### src/common/cosi_map.svh
// Constants for the fieldbus status indicator: register offsets, field
// positions, reset values and flash timing in ticks.
// Assumes APB with 32-bit data, one aligned word per register.
`ifndef COSI_MAP_SVH
`define COSI_MAP_SVH

`define COSI_ADDR_W 8
`define COSI_OFF_CTRL 8'h00
`define COSI_OFF_STATUS 8'h04
`define COSI_OFF_IRQ_STATUS 8'h08
`define COSI_OFF_IRQ_CLEAR 8'h0C
`define COSI_OFF_IRQ_ENABLE 8'h10
`define COSI_OFF_TICK 8'h14

`define COSI_CTRL_LAMP_EN 0
`define COSI_CTRL_ABR_EN 1
`define COSI_CTRL_W 2
`define COSI_CTRL_RESET 2'h3

`define COSI_ST_RUN_LAMP 0
`define COSI_ST_ERR_LAMP 1
`define COSI_ST_ALARM 2
`define COSI_ST_JOIN 3
`define COSI_ST_NMT_LO 4
`define COSI_ST_ADDR_LO 8
`define COSI_ST_RATE_LO 16

`define COSI_IRQ_W 5
`define COSI_IRQ_RESET 5'h00

`define COSI_NMT_INIT 2'h0
`define COSI_NMT_PREOP 2'h1
`define COSI_NMT_OPER 2'h2
`define COSI_NMT_STOP 2'h3

// One tick is half the flicker period (one on or off phase); 50 ms
`define COSI_TICK_MS 50
`define COSI_TICK_W 24
`define COSI_FLASH_ON_TICKS 5'h04
`define COSI_DOUBLE_GAP_END 5'h08
`define COSI_DOUBLE_ON2_END 5'h0C
`define COSI_SINGLE_LAST 5'h17
`define COSI_DOUBLE_LAST 5'h1F
`define COSI_BLINK_BIT 2
`define COSI_FLICKER_MIN_VER 16'h0C1E

`endif

### src/common/cosi_pkg.sv
// Types shared by the status indicator modules.
// Assumes cosi_map.svh supplies the numeric constants.
package cosi_pkg;

    typedef struct packed {
        logic bus_off;
        logic init_fail;
        logic guard_event;
        logic fault;
        logic addr_alarm;
    } cosi_evt_t;

    typedef struct packed {
        logic blink;
        logic single_flash;
        logic double_flash;
        logic flicker;
    } cosi_pat_t;

    typedef enum logic [2:0] {
        COSI_CAP_WAIT = 3'b001,
        COSI_CAP_TAKE = 3'b010,
        COSI_CAP_DONE = 3'b100
    } cosi_cap_t;

endpackage

### src/logic/cosi_top.sv
// Status indicator top: run and error lamps, address alarm, APB registers.
// Assumes protocol engine inputs on pclk and settings held stable by the host.
`timescale 1ns/1ps
`default_nettype none
`include "cosi_map.svh"

// How it works
// Run lamp: on when operational, blinking pre-operational, single flash stopped.
// Error lamp on at bus-off, blinking on init failure, off when healthy.
// Error lamp single-flashes on a fault or excessive error frames.
// Error lamp double-flashes after a guarding or heartbeat event.
// Bit-rate detection flickers both lamps alternately, firmware version 3102 onward.
// Patterns and rates follow the published indicator timing.
// Node address zero at power-up raises an alarm and blocks joining.
// Address and bit-rate settings are taken only once after reset.
// Error lamp priority bus-off, init, supervision, frames; timing is programmable.
module cosi_top
    import cosi_pkg::*;
#(
    parameter int TICK_DEFAULT = 1000000,
    parameter logic [15:0] FW_VERSION = `COSI_FLICKER_MIN_VER,
    parameter int ADDR_W = 7,
    parameter int RATE_W = 4
)
(
    // Clock, reset, enable
    input wire logic pclk,
    input wire logic presetn,
    input wire logic ce,
    // APB slave
    input wire logic psel,
    input wire logic penable,
    input wire logic pwrite,
    input wire logic [`COSI_ADDR_W-1:0] paddr,
    input wire logic [31:0] pwdata,
    output logic [31:0] prdata,
    output logic pready,
    output logic pslverr,
    // Protocol engine state
    input wire logic [1:0] nmt_state,
    input wire logic bus_off,
    input wire logic init_fail,
    input wire logic fault,
    input wire logic error_frames_excess,
    input wire logic guard_event,
    input wire logic autobaud_active,
    // Settings
    input wire logic [ADDR_W-1:0] node_address_setting,
    input wire logic [RATE_W-1:0] bit_rate_setting,
    output logic [ADDR_W-1:0] node_address_active,
    output logic [RATE_W-1:0] bit_rate_active,
    output logic join_enable,
    output logic address_zero_alarm,
    // Lamps and interrupt
    output logic run_lamp,
    output logic err_lamp,
    output logic irq
);

    localparam logic [`COSI_TICK_W-1:0] TICK_RESET = `COSI_TICK_W'(TICK_DEFAULT);
    localparam logic FLICKER_OK = (FW_VERSION >= `COSI_FLICKER_MIN_VER);

    logic [`COSI_CTRL_W-1:0] ctrl_r;
    logic [`COSI_TICK_W-1:0] tick_r;
    logic [`COSI_IRQ_W-1:0] irq_en_r;
    logic [`COSI_IRQ_W-1:0] irq_clr;
    logic [`COSI_IRQ_W-1:0] irq_status;
    logic [`COSI_IRQ_W-1:0] irq_evt;
    logic [31:0] prdata_r;
    logic [31:0] rd_nxt;
    logic pslverr_nxt;
    logic wr_en;
    logic rd_en;
    cosi_cap_t cap_r;
    logic [ADDR_W-1:0] addr_r;
    logic [RATE_W-1:0] rate_r;
    logic alarm_r;
    logic run_r;
    logic err_r;
    logic run_nxt;
    logic err_nxt;
    logic show_abr;
    cosi_pat_t pat;
    cosi_evt_t evt_now;
    cosi_evt_t evt_last_r;

    function automatic logic mapped(input logic [`COSI_ADDR_W-1:0] a);
        mapped = (a == `COSI_OFF_CTRL) || (a == `COSI_OFF_STATUS)
            || (a == `COSI_OFF_IRQ_STATUS) || (a == `COSI_OFF_IRQ_CLEAR)
            || (a == `COSI_OFF_IRQ_ENABLE) || (a == `COSI_OFF_TICK);
    endfunction

    // APB: zero wait states; the access phase completes in its first cycle
    assign pready = 1'b1;
    assign wr_en = ce && psel && penable && pwrite;
    assign rd_en = ce && psel && penable && !pwrite;

    always_ff @(posedge pclk or negedge presetn)
    begin
        if (!presetn)
            ctrl_r <= `COSI_CTRL_RESET;
        else if (wr_en && paddr == `COSI_OFF_CTRL)
            ctrl_r <= pwdata[`COSI_CTRL_W-1:0];
    end

    always_ff @(posedge pclk or negedge presetn)
    begin
        if (!presetn)
            tick_r <= TICK_RESET;
        else if (wr_en && paddr == `COSI_OFF_TICK)
            tick_r <= pwdata[`COSI_TICK_W-1:0];
    end

    always_ff @(posedge pclk or negedge presetn)
    begin
        if (!presetn)
            irq_en_r <= `COSI_IRQ_RESET;
        else if (wr_en && paddr == `COSI_OFF_IRQ_ENABLE)
            irq_en_r <= pwdata[`COSI_IRQ_W-1:0];
    end

    assign irq_clr = (wr_en && paddr == `COSI_OFF_IRQ_CLEAR) ? pwdata[`COSI_IRQ_W-1:0] : '0;

    always_comb
    begin
        rd_nxt = 32'h0000_0000;
        pslverr_nxt = !mapped(paddr);
        case (paddr)
            `COSI_OFF_CTRL: rd_nxt[`COSI_CTRL_W-1:0] = ctrl_r;
            `COSI_OFF_STATUS:
            begin
                rd_nxt[`COSI_ST_RUN_LAMP] = run_r;
                rd_nxt[`COSI_ST_ERR_LAMP] = err_r;
                rd_nxt[`COSI_ST_ALARM] = alarm_r;
                rd_nxt[`COSI_ST_JOIN] = join_enable;
                rd_nxt[`COSI_ST_NMT_LO +: 2] = nmt_state;
                rd_nxt[`COSI_ST_ADDR_LO +: ADDR_W] = addr_r;
                rd_nxt[`COSI_ST_RATE_LO +: RATE_W] = rate_r;
            end
            `COSI_OFF_IRQ_STATUS: rd_nxt[`COSI_IRQ_W-1:0] = irq_status;
            `COSI_OFF_IRQ_ENABLE: rd_nxt[`COSI_IRQ_W-1:0] = irq_en_r;
            `COSI_OFF_TICK: rd_nxt[`COSI_TICK_W-1:0] = tick_r;
            default: rd_nxt = 32'h0000_0000;
        endcase
    end

    // Read data is registered in the setup cycle and valid in the access cycle
    always_ff @(posedge pclk or negedge presetn)
    begin
        if (!presetn)
            prdata_r <= 32'h0000_0000;
        else if (ce && psel && !penable && !pwrite)
            prdata_r <= rd_nxt;
    end

    assign prdata = prdata_r;
    assign pslverr = psel && penable && pslverr_nxt;

    // Settings are sampled once after reset release; later changes wait
    // for the next power cycle
    always_ff @(posedge pclk or negedge presetn)
    begin
        if (!presetn)
            cap_r <= COSI_CAP_WAIT;
        else if (ce)
        begin
            case (cap_r)
                COSI_CAP_WAIT: cap_r <= COSI_CAP_TAKE;
                COSI_CAP_TAKE: cap_r <= COSI_CAP_DONE;
                COSI_CAP_DONE: cap_r <= COSI_CAP_DONE;
                default: cap_r <= COSI_CAP_WAIT;
            endcase
        end
    end

    always_ff @(posedge pclk or negedge presetn)
    begin
        if (!presetn)
        begin
            addr_r <= '0;
            rate_r <= '0;
        end
        else if (ce && cap_r == COSI_CAP_TAKE)
        begin
            addr_r <= node_address_setting;
            rate_r <= bit_rate_setting;
        end
    end

    always_ff @(posedge pclk or negedge presetn)
    begin
        if (!presetn)
            alarm_r <= 1'b0;
        else if (ce && cap_r == COSI_CAP_TAKE)
            alarm_r <= (node_address_setting == '0);
    end

    assign node_address_active = addr_r;
    assign bit_rate_active = rate_r;
    assign address_zero_alarm = alarm_r;
    assign join_enable = (cap_r == COSI_CAP_DONE) && !alarm_r;

    cosi_pattern_gen u_pat (
        .pclk(pclk),
        .presetn(presetn),
        .ce(ce),
        .tick_cycles(tick_r),
        .pat(pat)
    );

    assign show_abr = autobaud_active && FLICKER_OK && ctrl_r[`COSI_CTRL_ABR_EN];

    always_comb
    begin
        run_nxt = 1'b0;
        err_nxt = 1'b0;
        if (show_abr)
        begin
            run_nxt = pat.flicker;
            err_nxt = ~pat.flicker;
        end
        else
        begin
            case (nmt_state)
                `COSI_NMT_OPER: run_nxt = 1'b1;
                `COSI_NMT_PREOP: run_nxt = pat.blink;
                `COSI_NMT_STOP: run_nxt = pat.single_flash;
                default: run_nxt = 1'b0;
            endcase
            if (bus_off)
                err_nxt = 1'b1;
            else if (init_fail)
                err_nxt = pat.blink;
            else if (guard_event)
                err_nxt = pat.double_flash;
            else if (fault || error_frames_excess)
                err_nxt = pat.single_flash;
            else
                err_nxt = 1'b0;
        end
        if (!ctrl_r[`COSI_CTRL_LAMP_EN])
        begin
            run_nxt = 1'b0;
            err_nxt = 1'b0;
        end
    end

    always_ff @(posedge pclk or negedge presetn)
    begin
        if (!presetn)
        begin
            run_r <= 1'b0;
            err_r <= 1'b0;
        end
        else if (ce)
        begin
            run_r <= run_nxt;
            err_r <= err_nxt;
        end
    end

    assign run_lamp = run_r;
    assign err_lamp = err_r;

    // Interrupt events are rising edges of the conditions
    always_comb
    begin
        evt_now.bus_off = bus_off;
        evt_now.init_fail = init_fail;
        evt_now.guard_event = guard_event;
        evt_now.fault = fault || error_frames_excess;
        evt_now.addr_alarm = alarm_r;
    end

    always_ff @(posedge pclk or negedge presetn)
    begin
        if (!presetn)
            evt_last_r <= '0;
        else if (ce)
            evt_last_r <= evt_now;
    end

    assign irq_evt = evt_now & ~evt_last_r;

    cosi_irq #(.W(`COSI_IRQ_W)) u_irq (
        .pclk(pclk),
        .presetn(presetn),
        .ce(ce),
        .evt(irq_evt),
        .clr(irq_clr),
        .enable(irq_en_r),
        .status(irq_status),
        .irq(irq)
    );
endmodule
`default_nettype wire

### src/logic/cosi_pattern_gen.sv
// Flash pattern generator: blink, single flash, double flash and flicker.
// Assumes a tick length in clock cycles from a software register.
`timescale 1ns/1ps
`default_nettype none
`include "cosi_map.svh"

module cosi_pattern_gen
    import cosi_pkg::*;
(
    // Clock and reset
    input wire logic pclk,
    input wire logic presetn,
    input wire logic ce,
    // Timing
    input wire logic [`COSI_TICK_W-1:0] tick_cycles,
    // Patterns
    output cosi_pat_t pat
);

    logic [`COSI_TICK_W-1:0] cyc_r;
    logic [4:0] ph24_r;
    logic [4:0] ph32_r;
    logic tick;

    // A zero tick length behaves as one cycle, so the phases never stall
    assign tick = (cyc_r >= tick_cycles - `COSI_TICK_W'(1)) || (tick_cycles == '0);

    always_ff @(posedge pclk or negedge presetn)
    begin
        if (!presetn)
            cyc_r <= '0;
        else if (ce)
            cyc_r <= tick ? '0 : cyc_r + `COSI_TICK_W'(1);
    end

    always_ff @(posedge pclk or negedge presetn)
    begin
        if (!presetn)
        begin
            ph24_r <= 5'h00;
            ph32_r <= 5'h00;
        end
        else if (ce && tick)
        begin
            ph24_r <= (ph24_r == `COSI_SINGLE_LAST) ? 5'h00 : ph24_r + 5'h01;
            ph32_r <= (ph32_r == `COSI_DOUBLE_LAST) ? 5'h00 : ph32_r + 5'h01;
        end
    end

    // 200 ms on / 200 ms off, 200 ms flash then 1 s off, two flashes then 1 s
    always_comb
    begin
        pat.blink = ~ph32_r[`COSI_BLINK_BIT];
        pat.single_flash = ph24_r < `COSI_FLASH_ON_TICKS;
        pat.double_flash = (ph32_r < `COSI_FLASH_ON_TICKS)
            || ((ph32_r >= `COSI_DOUBLE_GAP_END) && (ph32_r < `COSI_DOUBLE_ON2_END));
        pat.flicker = ~ph32_r[0];
    end
endmodule
`default_nettype wire

### src/logic/cosi_irq.sv
// Sticky event status with enable mask and write-one-to-clear.
// Assumes one-cycle event pulses and a clear pulse from the bus slave.
`timescale 1ns/1ps
`default_nettype none
`include "cosi_map.svh"

module cosi_irq
    import cosi_pkg::*;
#(
    parameter int W = `COSI_IRQ_W
)
(
    // Clock and reset
    input wire logic pclk,
    input wire logic presetn,
    input wire logic ce,
    // Events and software control
    input wire logic [W-1:0] evt,
    input wire logic [W-1:0] clr,
    input wire logic [W-1:0] enable,
    // Results
    output logic [W-1:0] status,
    output logic irq
);

    logic [W-1:0] status_r;

    // An event in the clearing cycle survives the clear
    always_ff @(posedge pclk or negedge presetn)
    begin
        if (!presetn)
            status_r <= W'(`COSI_IRQ_RESET);
        else if (ce)
            status_r <= (status_r & ~clr) | evt;
    end

    assign status = status_r;
    assign irq = |(status_r & enable);
endmodule
`default_nettype wire

### config.mk
export PLATFORM = sky130hd
export DESIGN_NAME = cosi_top
export DESIGN_NICKNAME = d
export VERILOG_FILES = /design/src/common/cosi_pkg.sv /design/src/logic/cosi_top.sv /design/src/logic/cosi_pattern_gen.sv /design/src/logic/cosi_irq.sv
export VERILOG_INCLUDE_DIRS = /design/src /design/src/common
export SDC_FILE = /design/constraint.sdc
export NUM_CORES = 1
export LEC_CHECK = 0
export BUFFER_PORTS_ARGS = -buffer_cell sky130_fd_sc_hd__buf_2
export CORE_UTILIZATION = 57
export CTS_CLUSTER_DIAMETER = 60
export DETAILED_ROUTE_END_ITERATION = 10
export PLACE_DENSITY = 0.86
export SETUP_SLACK_MARGIN = 0.02
export SLEW_MARGIN = 15
export SYNTH_ARGS = -nofsm -noshare
export SYNTH_HDL_FRONTEND = slang
export SYNTH_HIERARCHICAL = 1
export SYNTH_SLANG_ARGS = --single-unit
### constraint.sdc
create_clock -name pclk -period 5.05 [get_ports pclk]
set_clock_uncertainty 0.1 [all_clocks]
set_input_delay 1.01 -clock pclk [delete_from_list [all_inputs] [get_ports pclk]]
set_output_delay 1.01 -clock pclk [all_outputs]
set_load 0.02 [all_outputs]
== Yosys cells after proc, flatten, opt, wreduce, memory -nomap -nowiden ==
Index checks and enable logic that the tools add are counted.

* Register bits after elaboration: 116
* Bits of input ports: 65
* Output and inout bits: 50
* Logic and storage cells: 104

* $add $sub $neg: 4
* $lt $le $gt $ge: 5
* Equal/unequal tests: 13
* Mux-type cells: 22
* Bitwise gates (word level): 8
* Reductions and logical operators: 33

{| class="wikitable"
|+ Operators by type and width
! operator !! number
|-
| 24-bit by 1-bit adder with 24-bit output, second input constant || 1
|-
| 24-bit >= comparator || 1
|-
| 24-bit logical NOT || 1
|-
| 24-bit two-way mux || 1
|-
| 24-bit by 1-bit subtractor with 24-bit output, second input constant || 1
|-
| 8-bit by 4-bit equality test with 1-bit output, second input constant || 2
|-
| 8-bit by 5-bit equality test with 1-bit output, second input constant || 2
|-
| 1-bit logical AND || 16
|-
| 5-bit bitwise AND || 3
|-
| 5-bit two-way mux || 3
|-
| 7-bit case mux with 2 select lines || 1
|-
| 3-bit case mux with 4 select lines || 1
|-
| 5-bit by 1-bit adder with 5-bit output, second input constant || 2
|-
| 5-bit equality test, second input constant || 2
|-
| 5-bit by 3-bit less-than comparator with 1-bit output, second input constant || 2
|-
| 5-bit inverter || 2
|-
| 2-bit case mux with 5 select lines || 1
|-
| 1-bit two-way mux || 9
|-
| 8-bit by 3-bit equality test with 1-bit output, second input constant || 1
|-
| 8-bit logical NOT || 1
|-
| 1-bit logical OR || 8
|-
| 4-bit case mux with 2 select lines || 1
|-
| 7-bit logical NOT || 1
|-
| 3-bit case mux with 2 select lines || 1
|-
| other kinds (16) || 21
|}

== Depth between registers and ports, before layout ==
Gate-level depths: netlist (run 1).

* Depth in word-level cells: 8
* Depth in mapped cells: 15
* Depth with buffers taken out: 14

== Modules after synthesis ==
Netlist (run 1), hierarchy kept.

{| class="wikitable"
|+ By module, submodules not included
! module !! instances !! cells each !! area an instance (um2) !! seq. area each (um2)
|-
| cosi_top || 1 || 287 || 3540.9 || 1939.4
|-
| cosi_pattern_gen || 1 || 317 || 2816.5 || 850.8
|-
| cosi_irq || 1 || 19 || 216.5 || 125.1
|}

== Worst setup path after synthesis (run 1) ==
No wires, ideal clock.

* Path kind: register -> register
* Start point: reg tick_r[10]
* End point: reg u_pat.ph24_r[3]
* Setup time: 0.125 ns
* Arrival: 3.759 ns
* Setup slack: 1.067 ns
* Stages on the path, launching flop included: 14
* Path buffers: 1
* Period minus slack after synthesis: 3.983 ns
* Cells stage by stage: dfrtp_1 or3_1 or3_1 or2_1 nand2b_1 nor4_1 xnor2_1 ha_1 nand4_1 nor4_1 a31oi_1 clkbuf_1 a21oi_2 mux2_2

* Cells in the longest elaborated chain, start to end: 4
* Elaborated cells between the ends (all ways): 5
* Those cells by class: add/sub: 1; order compare: 1; reduce/logical: 3

{| class="wikitable"
|+ Ends and longest elaborated chain
! what !! RTL line !! text
|-
| start, declared || cosi_top.sv:64 || <nowiki>logic [`COSI_TICK_W-1:0] tick_r;</nowiki>
|-
| start signal, assigned || cosi_top.sv:111 || <nowiki>tick_r <= pwdata[`COSI_TICK_W-1:0];</nowiki>
|-
| 24-bit by 1-bit subtractor with 24-bit output || cosi_pattern_gen.sv:26 || <nowiki>assign tick = (cyc_r >= tick_cycles - `COSI_TICK_W'(1)) || (tick_cycles == '0);</nowiki>
|-
| 24-bit >= comparator || cosi_pattern_gen.sv:26 ||
|-
| 1-bit logical OR * || cosi_pattern_gen.sv:26 ||
|-
| 1-bit logical AND * || cosi_pattern_gen.sv:43 || <nowiki>else if (ce && tick)</nowiki>
|-
| end signal, assigned || cosi_pattern_gen.sv:45 || <nowiki>ph24_r <= (ph24_r == `COSI_SINGLE_LAST) ? 5'h00 : ph24_r + 5'h01;</nowiki>
|-
| end, declared || cosi_pattern_gen.sv:21 || <nowiki>logic [4:0] ph24_r;</nowiki>
|}

Every way passes the cells marked *; elsewhere a longest branch is shown, timed or not.
A chain may end at the register's enable or synchronous reset.

== Worst setup path in the final report (run 1) ==
* Start point: reg tick_r[8]
* End point: reg u_pat.cyc_r[4]

* Cells in the longest elaborated chain, start to end: 4
* Elaborated cells between the ends (all ways): 5
* Those cells by class: add/sub: 1; order compare: 1; mux: 1; reduce/logical: 2

{| class="wikitable"
|+ Ends and longest elaborated chain
! what !! RTL line !! text
|-
| 24-bit by 1-bit subtractor with 24-bit output || cosi_pattern_gen.sv:26 ||
|-
| 24-bit >= comparator || cosi_pattern_gen.sv:26 ||
|-
| 1-bit logical OR * || cosi_pattern_gen.sv:26 ||
|-
| 24-bit two-way mux * || cosi_pattern_gen.sv:33 || <nowiki>cyc_r <= tick ? '0 : cyc_r + `COSI_TICK_W'(1);</nowiki>
|-
| end signal, assigned || cosi_pattern_gen.sv:33 ||
|-
| end, declared || cosi_pattern_gen.sv:20 || <nowiki>logic [`COSI_TICK_W-1:0] cyc_r;</nowiki>
|}

Marks and branches as above.

==> flow_metrics.tcl, run 1 <==
set metrics [dict create \
    outcome "finished clean" \
    crit_fanout 14 \
    drtIter0Drc 513 \
    hold_violations 0 \
    yosys.area_share.simple_pct 16.35 \
    wl_um 16960 \
    pwr_density_cell_mw_per_mm2 384.8 \
    cts_made_buffers 17 \
    finalSetupTns_ns 0 \
    dieArea_sq_mm 0.01197 \
    start_util_pct 59.60 \
    clock.fmax_mhz 212.0 \
    clockRootBuffer "clkbuf_16" \
    dp.cells 841 \
    crit_family "simple AND/OR/NAND/NOR gates" \
    die_w_um 109.4 \
    yosysTopAreaCellShare_pct 40.35 \
    synth_cells 623 \
    wl_met2_um 8356 \
    drcViolationCount 0 \
    syn_area_sq_mm 0.006574 \
    path_cells "or3_1 -> or3_1 -> or2_1 -> nand2b_1 -> nor4_1 -> xnor2_1 -> ha_1 -> nand4_1 -> nor4_1 -> a221o_1 -> nor2_2 -> nand3_1 -> buf_4 -> o22ai_1" \
    die_y_um 109.4 \
    ant_nets 0 \
    grt_max_degree 64 \
    grt_pass1_vias 5616 \
    synthAdderAreaFrac_pct 5.900 \
    setup_viol 0 \
    path_clk_slew_ns 0.06 \
    first_pass_iters 6 \
    fin_nets 817 \
    top_layer "met4" \
    synth_seq_cells 116 \
    ys_warn_count 6 \
    cap_violations 0 \
    place.gp.congestion 0.9222 \
    fillerInstances 734 \
    dr_total_vias 5584 \
    clock_latency_ns 0.41 \
    via_per_inst 6.389 \
    io_buffers 97 \
    rsz0062_at_grt "false" \
    crit_cells 14 \
    grt_overflow 0 \
    worst-path-buf-inv 1 \
    ios 115 \
    post_synth_xor_area_fraction_pct 4.130 \
    cts_resized 0 \
    finalCritPeriodShare_pct 93.40 \
    cts_setup_buffers 0 \
    rr_worst_depth 14 \
    synth_top_family_by_area "simple AND/OR/NAND/NOR gates" \
    maxSlewHeadroom_pct 18.72 \
    antenna_found_initial 0 \
    fin_total_pwr_mw 2.997 \
    synth_edf_count 0 \
    design.core.area_sq_mm 0.01103 \
    met1_length_um 6738 \
    worst-r2r-setup-slack_ns 0.33 \
    holdWs_ns 0.2942 \
    clkSinkCount 116 \
    critPathKind "reg -> reg" \
    cts.path.max_buffers 2 \
    p_leak_nw 3.830 \
    cts_tree "built" \
    required_ns 5.28 \
    slew_violations 0 \
    finalCriticalPeriod_ns 4.717 \
    syn-mean-instance-area_sq_um 10.55 \
    ys_types 68 \
    grt_usage_pct 30.05 \
    routed-wl-met3_um 1448 \
    hold_buffers 0 \
    irDropWorstVdd_mv 0.3099 \
    synth_seq_area_share_pct 44.35 \
    synth_ff_type "dfrtp_1" \
    synth_compound_area_share_pct 13.93 \
    async_flop_share_pct 100.0 \
    diodes 0 \
    slowest_stage "nor2_2" \
    h-tree-depth 4 \
    wire_per_inst_um 19.40 \
    cp.arrival_ns 4.94 \
    tightest_slew_ns 1.210 \
    grt_pass1_wl_um 27420 \
    synthTopCellsByArea "dfrtp_1 40%, mux2_2 8.7%, ha_1 5.9%, dfstp_2 4.0%, xnor2_1 2.5%" \
    area_growth_pct 18.46 \
    yosys.area.top_type "dfrtp_1" \
    min_path_type "in -> async" \
    place_hpwl_um 11710 \
    muxShareOfSynthArea_pct 10.26 \
    start_kind "flop" \
    drive_gt1_share_pct 28.75 \
    fin_cells 874 \
    cpPeakStageDelay_ns 0.59 \
    worstSetupEndpointType "flop" \
    rows 38 \
]
-- stage by stage --
step / cell area (sq um) / utilization, % / setup slack (ns)
5_1_grt: 7787 / 70.60 / 0.09760
3_3_place_gp: 7132 / 64.66 / 0.5992
4_1_cts: 7764 / 70.38 / 0.3558
3_5_place_dp: 7132 / 64.66 / 0.3937
2_1_floorplan: 6600 / - / 1.067
6_report: 7787 / 70.60 / 0.3334
-- cells by family after synthesis --
| logic type | count (synthesis) |
|---|---|
| AND/OR/NAND/NOR | 193 |
| AO/OA/AOI/OAI | 122 |
| flip-flops | 116 |
| buffers and inverters | 67 |
| multiplexers | 61 |
| adder cells (fa/ha/maj) | 31 |
| XOR/XNOR | 31 |
| other | 2 |
-- where the power goes --
| group | switching (mW) | internal, mW | leakage [nW] | total [mW] |
|---|---|---|---|---|
| clock | 0.420 | 0.864 | 0.303 | 1.28 |
| combinational | 0.315 | 0.234 | 2.02 | 0.549 |
| sequential | 0.115 | 1.05 | 1.50 | 1.16 |
-- cells in the final DEF (no fill, tap or decap), types with 17 or more instances in the layout --
cell,netlist,final
nand2_1,36,36
mux2_2,51,51
clkbuf_16,0,17
inv_1,33,33
nand3_1,19,19
xnor2_1,19,19
ha_1,31,31
buf_2,6,96
a21oi_1,18,18
dfrtp_1,106,106
nor2_1,37,37
-- Yosys cell counts (7+ instances only) --
library cell  number
a21oi_1           18
and3_1             8
o31ai_1            7
dfrtp_1          106
o21ai_0           13
nand2b_1          12
mux2_2            51
nor3_1            14
a222oi_1          13
nand4_1            8
xor2_1            12
xnor2_1           19
a31oi_1            7
nor2_1            37
buf_4             10
dfstp_2           10
clkbuf_1          12
ha_1              31
nor2b_1            8
a22o_1            16
nand3_1           19
inv_1             33
nand2_1           36
or3_1              8
nor4_1            11
mux2i_1           10
-- final timing paths --
path	from	end
worst max-delay path	tick_r[8]	u_pat/cyc_r[4]
worst min-delay path	presetn	bit_rate_active[1]
worst max register to register	tick_r[8]	u_pat/cyc_r[4]
worst min register to register	prdata[1]	prdata[1]
max in group asynchronous	presetn	tick_r[1]
min in group pclk	prdata[1]	prdata[1]
-- area by class of cell --
class | count | area [sq um] | area share, %
clock buffer | 23 | 478.0 | 6.138
clock inverter | 9 | 153.9 | 1.976
inverter | 33 | 123.9 | 1.591
multi-input combinational | 447 | 3378 | 43.38
sequential | 116 | 2915 | 37.44
tap | 140 | 175.2 | 2.249
timing repair buffer | 106 | 563.0 | 7.230
-- registers in the layout, summed over array words and instances (netlist names), 2 cells and up --
| signal | count |
|---|---|
| prdata | 24 |
| u_irq/status | 5 |
| ctrl_r | 2 |
| cap_r | 3 |
| u_pat/ph24_r | 5 |
| evt_last_r | 5 |
| u_pat/cyc_r | 24 |
| bit_rate_active | 4 |
| node_address_active | 7 |
| tick_r | 24 |
| u_pat/ph32_r | 5 |
| irq_en_r | 5 |
-- routing by layer --
layer / global-route usage [%] / vias to the layer above
met5: 0 / -
met4: 12.48 / 0
met3: 7.113 / 54
met2: 48.02 / 289
met1: 39.38 / 2742
li1: - / 2499
Power figures use the tool's default switching activity.
==> run 2: changes to the inputs <==
--- a/config.mk
+++ b/config.mk
@@ -10,6 +10,7 @@
 export CORE_UTILIZATION = 57
 export CTS_CLUSTER_DIAMETER = 60
 export DETAILED_ROUTE_END_ITERATION = 10
+export GPL_TIMING_DRIVEN = 0
 export PLACE_DENSITY = 0.86
 export SETUP_SLACK_MARGIN = 0.02
 export SLEW_MARGIN = 15
==> run 2 against run 1 <==
  * Power fell by 1.6%
  * First-iteration DRC count fell by 32%
  * Sequential share of layout area fell by 0.49 points
  * Flip-flop and latch count did not move
  * Clock power fell by 5%
  * Count of clock-buffer cells in the layout fell by 1
  * Critical path type unchanged
  * Register-to-register slack improved by 0.04 ns
  * Sequential power barely moved
  * Utilization rose by 0.93 points
  * Wire length rose by 2.6%
  * Worst setup slack improved by 0.035 ns
==> flow_metrics.tcl, run 2 (synthesis gave the netlist of run 1 again) <==
set metrics [dict create \
    outcome "finished clean" \
    dp.cells 867 \
    worst-r2r-setup-slack_ns 0.37 \
    pwr_density_cell_mw_per_mm2 373.6 \
    grt_pass1_vias 5525 \
    design.core.area_sq_mm 0.01103 \
    start_kind "flop" \
    grt_max_degree 75 \
    fin_nets 842 \
    final_common_cell "dfrtp_1" \
    grt_pass1_wl_um 27870 \
    hold_depth 2 \
    met3_usage_pct 9.188 \
    hold_violations 0 \
    clockRootBuffer "clkbuf_16" \
    die_y_um 109.4 \
    required_ns 5.25 \
    holdWs_ns 0.3703 \
    cp.arrival_ns 4.88 \
    drive_gt1_share_pct 29.12 \
    grt_util_met2_pct 49.15 \
    dp_slack_ns 0.4002 \
    tightest_slew_ns 1.025 \
    clkSinkCount 116 \
    die_w_um 109.4 \
    ios 115 \
    gr-usage-met1_pct 38.95 \
    finalCriticalPeriod_ns 4.681 \
    cts_resized 0 \
    via_per_inst 6.241 \
    dieArea_sq_mm 0.01197 \
    grt.busiest_layer "met2" \
    crit_fanout 10 \
    start_util_pct 59.60 \
    fin_ws_ns 0.3687 \
    rsz0062_at_grt "false" \
    cts_setup_buffers 0 \
    hold_end "prdata[0]" \
    area_growth_pct 20.02 \
    worstReg2RegEnd "u_pat/ph24_r[3]" \
    rows 38 \
    clock.fmax_mhz 213.6 \
    maxSlewHeadroom_pct 31.50 \
    place_hpwl_um 12740 \
    drtIter0Drc 347 \
    multi_input_area_sq_mm 0.003364 \
    io_buffers 96 \
    reg2reg_from "tick_r[10]" \
    worstSetupEndpointType "flop" \
    fillerInstances 762 \
    fin_total_pwr_mw 2.948 \
    layout_common_cells "106 x dfrtp_1, 101 x buf_2, 51 x mux2_2" \
    wire_per_inst_um 19.35 \
    critPathKind "reg -> reg" \
    finalSetupTns_ns 0 \
    slew_violations 0 \
    wl_um 17400 \
    clock_latency_ns 0.43 \
    h-tree-depth 4 \
    grt_usage_pct 31.32 \
    cap_violations 0 \
    path_clk_slew_ns 0.05 \
    irDropWorstVdd_mv 0.3232 \
    antenna_found_initial 0 \
    cts.path.max_buffers 2 \
    ant_nets 0 \
    cts_made_buffers 17 \
    grt_overflow 0 \
    seq_area_sq_mm 0.002915 \
    dr_total_vias 5611 \
    cts_tree "built" \
    place.gp.congestion 0.8978 \
    diodes 0 \
    fin_cells 899 \
    drcViolationCount 0 \
    setup_viol 0 \
    hold_buffers 0 \
    min_path_type "reg -> reg" \
    finalCritPeriodShare_pct 92.70 \
    worstHoldStart "prdata[0]" \
    first_pass_iters 5 \
    p_leak_nw 3.893 \
    rr_worst_depth 13 \
]
## run 2: changes by cell type in the layout (fill, tap and decap cells not counted), moves of 2 or more
cell / previous run / this run
clkinv_2: 2 / 5
buf_2: 96 / 101
buf_6: 0 / 5
clkbuf_1: 3 / 15
buf_1: 0 / 2
## run 2: worst max-delay path: stages (launching register included)
cell,delay [ns]
dfrtp_1,0.45
or3_1,0.39
or3_1,0.41
or2_1,0.28
nand2b_1,0.20
nor4_1,0.31
xnor2_1,0.12
ha_1,0.32
nand4_1,0.17
nor4_1,0.51
a31oi_1,0.41
clkbuf_1,0.35
a21oi_2,0.19
mux2_2,0.34
## run 2: per-stage QoR
step / util (%) / area (sq um)
2_1_floorplan: - / 6600
3_5_place_dp: 66.08 / 7289
5_1_grt: 71.53 / 7890
3_3_place_gp: 65.78 / 7256
6_report: 71.53 / 7890
4_1_cts: 71.47 / 7884
## run 2: how the worst max path moves through the flow
stage / from / slack [ns] / depth (start not counted) / end
2_1_floorplan: tick_r[10] / 1.07 / 13 / u_pat/ph24_r[3]
3_3_place_gp: tick_r[3] / 0.51 / 13 / u_pat/ph24_r[3]
3_5_place_dp: tick_r[3] / 0.40 / 13 / u_pat/ph24_r[3]
4_1_cts: tick_r[3] / 0.38 / 13 / u_pat/ph24_r[3]
5_1_grt: tick_r[10] / 0.14 / 13 / u_pat/ph24_r[3]
6_report: tick_r[10] / 0.37 / 13 / u_pat/ph24_r[3]
## run 2: cell type report
class | count | area share, %
Buffer | 34 | 2.569
Clock buffer | 22 | 5.883
Clock inverter | 10 | 1.649
Inverter | 33 | 1.570
Multi-Input combinational cell | 447 | 42.64
Sequential cell | 116 | 36.95
Tap cell | 140 | 2.220
Timing Repair Buffer | 97 | 6.518
## run 2: where the power goes
group | switching, mW | total [mW] | internal, mW
logic | 0.325 | 0.570 | 0.245
clock network | 0.419 | 1.21 | 0.796
registers | 0.115 | 1.16 | 1.05
total | 0.859 | 2.95 | 2.09
## run 2: per-layer routing
layer | share of wire, % | vias up
li1 | - | 2535
met2 | 48 | 277
met3 | 8.3 | 52
met5 | 0 | -
met1 | 40 | 2747
met4 | 3.6 | 0
